===== config.mk =====
export PLATFORM = sky130hd
export DESIGN_NAME = tmr_top
export DESIGN_NICKNAME = d
export VERILOG_FILES = /design/src/rtl/tmr_top.v /design/src/rtl/tmr_prescaler.v /design/src/rtl/tmr_prescaler_output_sampler.v
export VERILOG_INCLUDE_DIRS = /design/src /design/src/rtl
export SDC_FILE = /design/constraint.sdc
export NUM_CORES = 1
export LEC_CHECK = 0
export ABC_AREA = 1
export ABC_CLOCK_PERIOD_IN_PS = 1700
export BUFFER_PORTS_ARGS = -buffer_cell sky130_fd_sc_hd__buf_2
export CELL_PAD_IN_SITES_DETAIL_PLACEMENT = 1
export CELL_PAD_IN_SITES_GLOBAL_PLACEMENT = 1
export CORE_UTILIZATION = 33
export CTS_CLUSTER_DIAMETER = 150
export CTS_CLUSTER_SIZE = 24
export DETAILED_ROUTE_END_ITERATION = 7
export GPL_ROUTABILITY_DRIVEN = 0
export PLACE_DENSITY_LB_ADDON = 0.1
export SYNTH_ARGS = -nofsm -noshare
export SYNTH_HDL_FRONTEND = slang
export SYNTH_SLANG_ARGS = --single-unit

===== constraint.sdc =====
create_clock -name clk -period 1.7 [get_ports clk]
set_input_delay 0.425 -clock clk [delete_from_list [all_inputs] [get_ports clk]]
set_output_delay 0.425 -clock clk [all_outputs]
set_load 0.05 [all_outputs]

===== src/rtl/tmr_defines.vh =====
// Constants shared by the prescaled sixteen-bit timer design files.
// Functional notes
// [RULE1] With the source select bit set the counter advances on the prescaled instruction clock.
// [RULE2] With the source select bit clear the counter advances on the external count pin.
// [RULE3] In external mode with the edge select bit set, rising pin transitions are counted.
// [RULE4] In external mode with the edge select bit clear, falling pin transitions are counted.
// [RULE5] The four-bit prescale code picks 1:1 up to 1:256 in powers of two, any code 1xxx is 1:256.
// [RULE6] The counter counts up through its whole range and wraps from all-ones to zero.
// [RULE7] Every wrap from all-ones to zero sets the overflow flag.
// [RULE8] The interrupt request is held off while the overflow enable bit is clear.
// [RULE9] The overflow flag clears by itself when the processor vectors to the timer handler.
// [RULE10] An external count is brought onto the internal phase clocks after the prescaler.
// [RULE11] The prescaler output is sampled twice per instruction cycle to find its edges.
// [RULE12] The counter changes between three and seven oscillator periods after an external edge.
// [RULE13] Any software write to either counter byte clears the prescaler.
// [RULE14] The internal source is the instruction clock at a quarter of the oscillator rate.
// [RULE15] The prescaler is an eight-bit counter whose selected power-of-two tap is its output.
`ifndef TMR_DEFINES_VH
`define TMR_DEFINES_VH

// Register byte offsets on the Avalon-MM slave.
`define TMR_OFS_CTRL 5'h00
`define TMR_OFS_CNT_LO 5'h04
`define TMR_OFS_CNT_HI 5'h08
`define TMR_OFS_IRQ_STATUS 5'h0c
`define TMR_OFS_IRQ_MASK 5'h10

// Field positions in the control and status register.
`define TMR_CTRL_EDGE_BIT 6
`define TMR_CTRL_SRC_BIT 5
`define TMR_CTRL_PS_HI 4
`define TMR_CTRL_PS_LO 1
`define TMR_CTRL_WMASK 8'h7e
`define TMR_IRQ_OVF_BIT 0

// Reset values.
`define TMR_CTRL_RESET 8'h00
`define TMR_CNT_RESET 16'h0000
`define TMR_MASK_RESET 1'b0

// Timing: oscillator periods per instruction cycle and the external edge window.
`define TMR_OSC_PER_CYCLE 4
`define TMR_PHASE_LAST 2'h3
`define TMR_EXT_DELAY_MIN_TOSC 3
`define TMR_EXT_DELAY_MAX_TOSC 7

`endif


===== src/rtl/tmr_top.v =====
// Sixteen-bit prescaled timer with its Avalon-MM register slave and interrupt.
`timescale 1ns/1ns
`include "tmr_defines.vh"
module tmr_top #(
	parameter PS_WIDTH = 8
) (
	input wire clk,
	input wire rst,
	input wire [4:0] avs_address,
	input wire avs_read,
	input wire avs_write,
	input wire [31:0] avs_writedata,
	input wire [3:0] avs_byteenable,
	output reg [31:0] avs_readdata,
	output wire avs_waitrequest,
	input wire external_count_pin,
	input wire vector_ack,
	output wire irq
);

	// Register select codes returned by the decoder.
	localparam SEL_NONE = 3'h0;
	localparam SEL_CTRL = 3'h1;
	localparam SEL_LO = 3'h2;
	localparam SEL_HI = 3'h3;
	localparam SEL_STAT = 3'h4;
	localparam SEL_MASK = 3'h5;

	// Bus handshake states, one-hot.
	localparam ST_IDLE = 2'b01;
	localparam ST_ACK = 2'b10;

	reg [1:0] bus_q;
	reg [1:0] bus_d;
	reg [7:0] ctrl_q;
	reg [15:0] cnt_q;
	reg [15:0] cnt_d;
	reg ovf_q;
	reg ovf_d;
	reg ovf_en_q;
	reg [1:0] phase_q;
	reg pin_q;
	reg [31:0] rdata_d;
	reg wrap;

	wire [2:0] sel;
	wire req;
	wire wr_go;
	wire wr_be0;
	wire wr_lo;
	wire wr_hi;
	wire src_int;
	wire edge_rise;
	wire [3:0] ps_sel;
	wire ext_edge;
	wire ext_level;
	wire int_tick;
	wire sample_en;
	wire prescaler_output;
	wire int_inc;
	wire ext_inc;
	wire inc;

	// Maps a byte address to a register select; used by read and write paths.
	function [2:0] decode;
		input [4:0] addr;
		begin
			case (addr & 5'h1c)
				`TMR_OFS_CTRL: begin
					decode = SEL_CTRL;
				end
				`TMR_OFS_CNT_LO: begin
					decode = SEL_LO;
				end
				`TMR_OFS_CNT_HI: begin
					decode = SEL_HI;
				end
				`TMR_OFS_IRQ_STATUS: begin
					decode = SEL_STAT;
				end
				`TMR_OFS_IRQ_MASK: begin
					decode = SEL_MASK;
				end
				default: begin
					decode = SEL_NONE;
				end
			endcase
		end
	endfunction

	// Control fields.
	assign src_int = ctrl_q[`TMR_CTRL_SRC_BIT];
	assign edge_rise = ctrl_q[`TMR_CTRL_EDGE_BIT];
	assign ps_sel = ctrl_q[`TMR_CTRL_PS_HI:`TMR_CTRL_PS_LO];

	// Bus request decode; a write acts only at the edge where waitrequest is low.
	assign sel = decode(avs_address);
	assign req = avs_read | avs_write;
	assign wr_go = avs_write & bus_q[1];
	assign wr_be0 = wr_go & avs_byteenable[0];
	assign wr_lo = wr_be0 & (sel == SEL_LO);
	assign wr_hi = wr_be0 & (sel == SEL_HI);

	// Every access takes exactly one wait cycle, which gives read data a register stage.
	assign avs_waitrequest = ~bus_q[1];

	always @* begin
		case (bus_q)
			ST_IDLE: begin
				bus_d = req ? ST_ACK : ST_IDLE;
			end
			ST_ACK: begin
				bus_d = ST_IDLE;
			end
			default: begin
				bus_d = ST_IDLE;
			end
		endcase
	end

	always @(posedge clk) begin
		if (rst) begin
			bus_q <= ST_IDLE;
		end else begin
			bus_q <= bus_d;
		end
	end

	// Read data mux; unmapped addresses read as zero.
	always @* begin
		rdata_d = 32'h00000000;
		case (sel)
			SEL_CTRL: begin
				rdata_d[7:0] = ctrl_q & `TMR_CTRL_WMASK;
			end
			SEL_LO: begin
				rdata_d[7:0] = cnt_q[7:0];
			end
			SEL_HI: begin
				rdata_d[7:0] = cnt_q[15:8];
			end
			SEL_STAT: begin
				rdata_d[`TMR_IRQ_OVF_BIT] = ovf_q;
			end
			SEL_MASK: begin
				rdata_d[`TMR_IRQ_OVF_BIT] = ovf_en_q;
			end
			default: begin
				rdata_d = 32'h00000000;
			end
		endcase
	end

	// Read data is loaded at the edge that ends the wait cycle.
	always @(posedge clk) begin
		if (rst) begin
			avs_readdata <= 32'h00000000;
		end else if (avs_read & bus_q[0]) begin
			avs_readdata <= rdata_d;
		end
	end

	// Control and mask registers; bit 0 of control is not implemented.
	always @(posedge clk) begin
		if (rst) begin
			ctrl_q <= `TMR_CTRL_RESET;
			ovf_en_q <= `TMR_MASK_RESET;
		end else begin
			if (wr_be0 & (sel == SEL_CTRL)) begin
				ctrl_q <= avs_writedata[7:0] & `TMR_CTRL_WMASK;
			end
			if (wr_be0 & (sel == SEL_MASK)) begin
				ovf_en_q <= avs_writedata[`TMR_IRQ_OVF_BIT];
			end
		end
	end

	// Instruction-cycle phase counter: four oscillator periods per cycle.
	always @(posedge clk) begin
		if (rst) begin
			phase_q <= 2'h0;
		end else begin
			phase_q <= phase_q + 2'h1; // [RULE14]
		end
	end

	// One tick per instruction cycle, and two sample points per cycle.
	assign int_tick = (phase_q == `TMR_PHASE_LAST); // [RULE14]
	assign sample_en = phase_q[0]; // [RULE11]

	// Pin edge detect; the pin is already synchronous to clk.
	always @(posedge clk) begin
		if (rst) begin
			pin_q <= 1'b0;
		end else begin
			pin_q <= external_count_pin;
		end
	end

	// Rising or falling transition per the edge select bit.
	assign ext_edge = edge_rise ? (external_count_pin & ~pin_q) // [RULE3]
		: (~external_count_pin & pin_q); // [RULE4]
	assign ext_level = edge_rise ? external_count_pin : ~external_count_pin;

	// A write to either counter byte clears the prescaler, so an internal count starts from a whole period and a prescaled external one from half.
	tmr_prescaler #(
		.W(PS_WIDTH)
	) u_prescaler (
		.clk(clk),
		.rst(rst),
		.clear(wr_lo | wr_hi), // [RULE13]
		.src_ext(~src_int),
		.ext_level(ext_level),
		.ext_edge(ext_edge),
		.int_tick(int_tick),
		.ps_sel(ps_sel),
		.prescaler_output_q(prescaler_output),
		.int_inc_q(int_inc)
	);

	// The external path is phase-sampled after the prescaler, not at the pin.
	tmr_prescaler_output_sampler u_sampler (
		.clk(clk),
		.rst(rst),
		.sample_en(sample_en),
		.prescaler_output(prescaler_output),
		.rise_q(ext_inc)
	);

	// Increment source; pin path lands three or four periods after the edge.
	assign inc = src_int ? int_inc : ext_inc; // [RULE1] [RULE2] [RULE12]

	// Counter next value. A byte write holds that half still for the cycle,
	// while the other half keeps counting, so software writes low then high.
	always @* begin
		cnt_d = cnt_q;
		wrap = 1'b0;
		if (wr_lo) begin
			cnt_d[7:0] = avs_writedata[7:0];
			if (inc & (cnt_q[7:0] == 8'hff)) begin
				cnt_d[15:8] = cnt_q[15:8] + 8'h01;
			end
		end else if (wr_hi) begin
			cnt_d[15:8] = avs_writedata[7:0];
			if (inc) begin
				cnt_d[7:0] = cnt_q[7:0] + 8'h01;
			end
		end else if (inc) begin
			cnt_d = cnt_q + 16'h0001; // [RULE6]
			wrap = (cnt_q == 16'hffff); // [RULE7]
		end
	end

	always @(posedge clk) begin
		if (rst) begin
			cnt_q <= `TMR_CNT_RESET;
		end else begin
			cnt_q <= cnt_d;
		end
	end

	// Overflow flag: a wrap in the same cycle as a clear wins over the clear.
	always @* begin
		ovf_d = ovf_q;
		if (vector_ack) begin
			ovf_d = 1'b0; // [RULE9]
		end
		if (wr_go & avs_byteenable[0] & (sel == SEL_STAT) & avs_writedata[`TMR_IRQ_OVF_BIT]) begin
			ovf_d = 1'b0;
		end
		if (wrap) begin
			ovf_d = 1'b1; // [RULE7]
		end
	end

	always @(posedge clk) begin
		if (rst) begin
			ovf_q <= 1'b0;
		end else begin
			ovf_q <= ovf_d;
		end
	end

	// The flag stays visible in status even while the request is masked.
	assign irq = ovf_q & ovf_en_q; // [RULE8]

endmodule


===== src/rtl/tmr_prescaler.v =====
// Eight-bit power-of-two prescaler shared by the internal and external count sources.
`timescale 1ns/1ns
module tmr_prescaler #(
	parameter W = 8
) (
	input wire clk,
	input wire rst,
	input wire clear,
	input wire src_ext,
	input wire ext_level,
	input wire ext_edge,
	input wire int_tick,
	input wire [3:0] ps_sel,
	output reg prescaler_output_q,
	output reg int_inc_q
);

	reg [W-1:0] cnt_q;
	reg [W-1:0] cnt_d;
	reg [W-1:0] tap;
	reg [W-1:0] mask;
	wire event_in;

	// One-hot tap of the selected ratio; zero stands for 1:1.
	function [W-1:0] tap_of;
		input [3:0] sel;
		begin
			if (sel[3]) begin
				tap_of = {1'b1, {(W-1){1'b0}}}; // [RULE5]
			end else if (sel[2:0] == 3'h0) begin
				tap_of = {W{1'b0}};
			end else begin
				tap_of = {{(W-1){1'b0}}, 1'b1} << (sel[2:0] - 3'h1); // [RULE5]
			end
		end
	endfunction

	assign event_in = src_ext ? ext_edge : int_tick; // [RULE14]

	// Next count and the tap decode.
	always @* begin
		tap = tap_of(ps_sel);
		mask = tap | (tap - {{(W-1){1'b0}}, 1'b1});
		if (tap == {W{1'b0}}) begin
			mask = {W{1'b0}};
		end
		if (clear) begin
			cnt_d = {W{1'b0}}; // [RULE13]
		end else if (event_in) begin
			cnt_d = cnt_q + {{(W-1){1'b0}}, 1'b1}; // [RULE15]
		end else begin
			cnt_d = cnt_q;
		end
	end

	// At 1:1 the output follows the edge-adjusted pin, otherwise the tap bit.
	always @(posedge clk) begin
		if (rst) begin
			cnt_q <= {W{1'b0}};
			prescaler_output_q <= 1'b0;
			int_inc_q <= 1'b0;
		end else begin
			cnt_q <= cnt_d;
			prescaler_output_q <= (tap == {W{1'b0}}) ? ext_level : |(cnt_d & tap); // [RULE15]
			int_inc_q <= ~clear & ~src_ext & int_tick & ((cnt_q & mask) == mask); // [RULE1]
		end
	end

endmodule


===== src/rtl/tmr_prescaler_output_sampler.v =====
// Samples the prescaler output on two phases of each instruction cycle.
`timescale 1ns/1ns
module tmr_prescaler_output_sampler (
	input wire clk,
	input wire rst,
	input wire sample_en,
	input wire prescaler_output,
	output reg rise_q
);

	reg samp_q;

	// The edge is judged only between two phase samples, never on the raw level.
	// The sample starts high so that a prescaler output already high at reset
	// (falling-edge mode with the pin idle low) is not taken for a count.
	always @(posedge clk) begin
		if (rst) begin
			samp_q <= 1'b1;
			rise_q <= 1'b0;
		end else begin
			rise_q <= sample_en & prescaler_output & ~samp_q; // [RULE11]
			if (sample_en) begin
				samp_q <= prescaler_output; // [RULE10]
			end
		end
	end

endmodule


Yosys cells after proc, flatten, opt, wreduce, memory -nomap -nowiden
Index checks and enable logic that the tools add are counted.
Word-level totals
  bits of input ports: 47
  register bits after elaboration: 49
  logic and storage cells: 100
Operators by class
  reduce and logical (&&, ||, !) cells: 9
  eq/ne operators: 15
  $add $sub $neg: 7
  shift-type cells: 1
  bitwise operators: 29
  mux-type cells: 25
Operators by type and width (count)
  two-way mux 8 bit: 7
  two-way mux 16 bit: 3
  adder 8 x 1 -> 8 bit (second input constant): 3
  one-hot mux 7 bit (3 select lines): 1
  AND 1 bit: 18
  adder 16 x 1 -> 16 bit (second input constant): 1
  AND 8 bit: 2
  == test 16 bit (second input constant): 1
  one-hot mux 3 bit (5 select lines): 1
  == test 3 x 2 -> 1 bit (second input constant): 4
  two-way mux 1 bit: 11
  == test 3 bit (second input constant): 3
  == test 8 bit: 1
  == test 8 bit (second input constant): 1
  zero test 8 bit: 1
  bitwise OR 8 bit: 1
  OR reduction 8 bit: 1
  << shifter 1 x 3 -> 8 bit (first input constant): 1
  subtractor 8 x 1 -> 8 bit (second input constant): 1
  == test 3 x 1 -> 1 bit (second input constant): 2
  NOT 1 bit: 6
  nonzero test 3 bit: 2
  zero test 5 bit: 1
  one-hot mux 1 bit (4 select lines): 1
  11 further kinds: 12

Logic depth before layout (Yosys ltp)
  depth in word-level cells: 10
  depth in mapped cells: 12
  depth with buffers taken out: 12

Hierarchy
A second synthesis with hierarchy kept.
Unflattened totals
  cell total of the unflattened synthesis: 509
  area total of the unflattened synthesis: 3329.4 um2
By module, submodules not included
  tmr_top: area each 2506.2 um2, seq. area each 740.7 um2, instances 1, cells each 376
  tmr_prescaler: area each 752.0 um2, seq. area each 200.2 um2, instances 1, cells each 123
  tmr_prescaler_output_sampler: area each 71.3 um2, seq. area each 40.0 um2, instances 1, cells each 10

Worst setup path before layout
Ideal clock, no wire load.
  kind: input-to-reg
  from: input port avs_address[4]
  to: register cnt_q[15]
  path slack: 0.082 ns
  library setup time: 0.120 ns
  stages: 9
  required time: 1.580 ns
  arrival: 1.499 ns
  path through: buf_4 -> inv_4 -> nand3_4 -> nor2_4 -> inv_1 -> buf_2 -> o21ai_0 -> o21bai_1 -> a21oi_1
Between the ends
  longest elaborated chain between the ends: 6
  elaborated cells on any way between the ends: 15
  those cells by class: eq/ne (7); mux (3); bitwise (2); reduce/logical (3)
RTL lines
  from (decl): RTL line tmr_top.v:9  | input wire [4:0] avs_address,
  == test 3 bit (tied with other cells): RTL line tmr_top.v:68  | case (addr & 5'h1c)
  one-hot mux 3 bit (5 select lines) *: RTL line tmr_top.v:68
  == test 3 x 2 -> 1 bit (on tied branches): RTL line tmr_top.v:101, tmr_top.v:102
  AND 1 bit (on tied branches): RTL line tmr_top.v:101, tmr_top.v:102
  != test 2 x 1 -> 1 bit (no source line) (tied with other cells)
  AND reduction 2 bit (no source line) or two-way mux 16 bit (tied branches)
  to (signal assigned): RTL line tmr_top.v:256  | cnt_q <= `TMR_CNT_RESET;
  to (signal assigned): RTL line tmr_top.v:258  | cnt_q <= cnt_d;
  to (decl): RTL line tmr_top.v:36  | reg [15:0] cnt_q;
Every way passes the cells marked *; elsewhere a longest branch is shown, timed or not.
A chain may end at the register's enable or synchronous reset.

Worst setup path after layout
  from: register cnt_q[8]
  to: register cnt_q[14]
Between the ends
  longest elaborated chain between the ends: 4
  elaborated cells on any way between the ends: 6
  those cells by class: add/sub (2); mux (4)
RTL lines
  adder 16 x 1 -> 16 bit: RTL line tmr_top.v:249  | cnt_d = cnt_q + 16'h0001;
  two-way mux 16 bit: RTL line tmr_top.v:248  | end else if (inc) begin
  two-way mux 16 bit: RTL line tmr_top.v:243  | end else if (wr_hi) begin
  two-way mux 16 bit *: RTL line tmr_top.v:238  | if (wr_lo) begin
Every way passes the cells marked *; elsewhere a longest branch is shown, timed or not. The select of a mux whose other input is x is not followed.

==> reports/qor.txt <==
Total grt overflow: 0
Max Cap Viol: 0
Drt total wl: 10200 µm
Seq/Total Area, Yosys: 31.1%
Post-Synth XOR/XNOR Area: 3.62%
R2r setup slk: 0.07 ns
Top cell type's share of synthesized area: 31.1%
Post-route ant nets: 0
Mux contribution to synthesized area: 0%
PwrDens: 591 mW/mm²
Fin nets: 601
Hold WC Path Type: input pin to register
Placeable core area: 0.00924 mm²
Post-DP HPWL: 7890 µm
Post-synth top flop: dfxtp_1
Multi-input gate area: 0.00193 mm²
Startpoint types: register
Area Overhead vs Synth: 28.4%
Comb pwr share: 18.1%
Final non-filler cell area: 0.00404 mm²
Starting DRC count in detailed routing: 111
Area after DPL: 0.00372 mm²
# hold bufs at CTS: 0
Post-Route Utilization: 43.8%
Die Span Y: 99.7 µm
Drt pass-1 iters: 4
Adder-cell share of the synthesized area: 1.59%
Ys async rst share: 0%
Compound-Gate Fraction of Synth Area: 18.0%
Fraction of layout cells with a size suffix above 1: 25.0%
Total die area: 0.00994 mm²
Most area-consuming cells after synthesis: dfxtp_1 (31%), nand2_1 (11%), inv_1 (6.7%)
R2R Path Start: cnt_q[8]$_SDFFE_PP0P_
Worst hold slack: 0.358 ns
Mapped cell area: 0.00315 mm²
Crit path capture type: register
FF+latch count, synth: 49
P_int: 0.00160 W
Clock skew: 0.0119 ns
Largest net degree at the start of global routing: 27
Mapped Cells: 470
Setup crit end: cnt_q[14]$_SDFFE_PP0P_
Netlist cell types: 41
Leakage Power: 1.84 nW
Max-slew violation count: 0
Htree depth: 2
Area leader, netlist: dfxtp_1
Die W: 99.7 µm
CTS Buf Count: 5
Mean area per synthesized cell: 6.70 µm²
Net Sw Frac: 33.1%
Vias per cell: 4.88
Initial antenna violation count: 0
Sw Pwr: 0.000791 W
EDFF count, synth: 0
Status: finished clean
Fin. Hold Viols: 0
CP Launch Point: cnt_q[8]$_SDFFE_PP0P_
I/O pins: 81
First-pass GRT wire length: 16500 µm
Vias in the first global route: 3354
Synthesis warning total: 0
Worst-Skew Late Latency: 0.32 ns
# setup viols final: 0
Worst R2R Path Depth: 9
Layout fillers: 1193
Required time of the critical path: 1.92 ns
Critical Path AT: 1.85 ns
Clock sinks: 49
Worst setup path class: register to register
Max VDD drop: 0.000326 V
Port Buffers: 27
Largest family of logic cells by synthesized area: simple AND/OR/NAND/NOR gates
Clock transition at path regs: 0.11 ns
Final min period: 1.63 ns
F_max: 0.614 GHz
DR WL/cell: 15.0 µm
Longest Clk Path Bufs: 2
Initial core utilization: 34.1%
Reg2reg end: cnt_q[14]$_SDFFE_PP0P_
Simple logic cell fraction of the synthesized area: 31.0%
Register area: 988 µm²
DRC errors left: 0
Gr usage total: 21.2%
CP max FO: 4
RSZ-0062 raised after global routing: true
Site Rows: 35
Routed vias: 3317
Clk root buf: clkbuf_8
CTS tree: done
Final period util: 95.7%
Clock power frac: 31.2%
Register share of total power: 50.7%
Inserted Diodes: 0
## placed cells by master (no fill, tap or decap), types with 3 or more instances in the layout
master / synthesis / layout
nand2_1: 89 / 84
inv_1: 56 / 54
buf_4: 26 / 52
nor2_1: 48 / 43
dfxtp_1: 49 / 43
nand3_1: 34 / 33
a21oi_1: 34 / 33
o21ai_0: 37 / 29
buf_2: 2 / 27
conb_1: 1 / 24
nor3_1: 17 / 17
xor2_1: 10 / 10
o211ai_1: 7 / 7
nand4_1: 6 / 6
dfxtp_2: 0 / 6
nor2_4: 2 / 5
o21ai_1: 0 / 5
o22ai_1: 5 / 5
clkbuf_8: 0 / 5
buf_12: 0 / 5
nor2_2: 2 / 4
nand3_4: 2 / 3
inv_2: 2 / 3
xnor2_1: 3 / 3
nand2_4: 0 / 3
a31oi_1: 4 / 3
o21ai_2: 0 / 3
## power by group through the flow
stage | sequential (W) | combinational [W] | clock [W]
after global placement | 0.00123 | 0.000408 | 0
after global routing | 0.00122 | 0.000474 | 0.000820
after CTS | 0.00121 | 0.000419 | 0.000769
final | 0.00121 | 0.000432 | 0.000746
after detailed placement | 0.00123 | 0.000415 | 0
after floorplan | 0.00123 | 0.000321 | 0
## cell usage after synthesis, types with 2 or more instances
| master | number |
|---|---|
| nor2_4 | 2 |
| buf_2 | 2 |
| nand4_1 | 6 |
| nand2_1 | 89 |
| o221ai_1 | 2 |
| nand3_1 | 34 |
| o22ai_1 | 5 |
| xnor2_1 | 3 |
| ha_1 | 4 |
| nor3_1 | 17 |
| a31oi_1 | 4 |
| o21ai_0 | 37 |
| buf_4 | 26 |
| xor2_1 | 10 |
| o21bai_1 | 2 |
| a211oi_1 | 2 |
| clkbuf_1 | 7 |
| o211ai_1 | 7 |
| inv_2 | 2 |
| dfxtp_1 | 49 |
| or2_2 | 2 |
| nand3b_1 | 2 |
| inv_1 | 56 |
| nor2_2 | 2 |
| a21oi_1 | 34 |
| nand3_4 | 2 |
| nor2_1 | 48 |
## state kept, by name, summed over array words and instances (netlist names), 2 cells and up
signal / count
phase_q: 2
avs_readdata: 8
bus_q: 2
cnt_q: 16
u_prescaler.cnt_q: 8
ctrl_q: 6
## worst min path at each step
stage                                        startpoint                     endpoint  slack [ns]  depth (start not counted)
after global placement    u_sampler.samp_q$_SDFFE_PP1P_  u_sampler.rise_q$_SDFF_PP0_        0.40                          1
final                                external_count_pin             pin_q$_SDFF_PP0_        0.36                          3
after detailed placement  u_sampler.samp_q$_SDFFE_PP1P_  u_sampler.rise_q$_SDFF_PP0_        0.43                          1
after floorplan           u_sampler.samp_q$_SDFFE_PP1P_  u_sampler.rise_q$_SDFF_PP0_        0.40                          1
after CTS                            external_count_pin             pin_q$_SDFF_PP0_        0.35                          3
after global routing                 external_count_pin             pin_q$_SDFF_PP0_        0.36                          3
## routing by layer
| metal | track usage (%) | part of all wire [%] | wire [µm] | vias to the layer above |
|---|---|---|---|---|
| li1 | - | - | - | 1666 |
| met1 | 26.5 | 46 | 4690 | 1583 |
| met2 | 37.8 | 49 | 5000 | 53 |
| met3 | 2.46 | 3.0 | 306 | 15 |
| met4 | 6.33 | 1.8 | 185 | 0 |
| met5 | 0 | 0 | 0 | - |
## worst max-delay path, cell delays in order (launching register included)
cell and delay (ns):
dfxtp_1 0.41, ha_1 0.21, nand2_1 0.16, nor2_2 0.17, xor2_1 0.20, nand2_1 0.08
o21ai_0 0.09, o21ai_0 0.10, nand2_1 0.07, a21oi_1 0.06
## layout make-up
cell class                 instances  share of cell area (%)
multi-input combinational        349                    47.7
sequential                        49                    24.5
timing repair buffer              86                    16.0
inverter                          59                    5.63
tap                              129                    3.99
clock buffer                       5                    1.70
clock inverter                     3                   0.526
## through the flow
stage	std cells	setup slack (ns)	power [W]	setup TNS (ns)
after CTS	674	0.00667	0.00239	0
after floorplan	493	0.0815	0.00156	0
after global placement	664	-0.104	0.00164	-0.661
after detailed placement	664	-0.132	0.00165	-0.771
final	680	0.0726	0.00239	0
after global routing	680	-0.0336	0.00251	-0.139
## kinds of logic after synthesis
group / after synthesis
AOI/OAI and AO/OA: 98
and+or+nand+nor: 210
adders and majority gates: 4
buffers and inverters: 95
other: 1
DFF: 49
xor gates and xnor gates: 13
## timing repair
action | CTS | global route
setup endpoints to repair | 9 | 10
pin swaps | 3 | 11
setup buffers | 2 | 7
endpoints found under the hold margin | 0 | 0
resized for setup | 5 | 43
(Power assumes the default switching activity.)
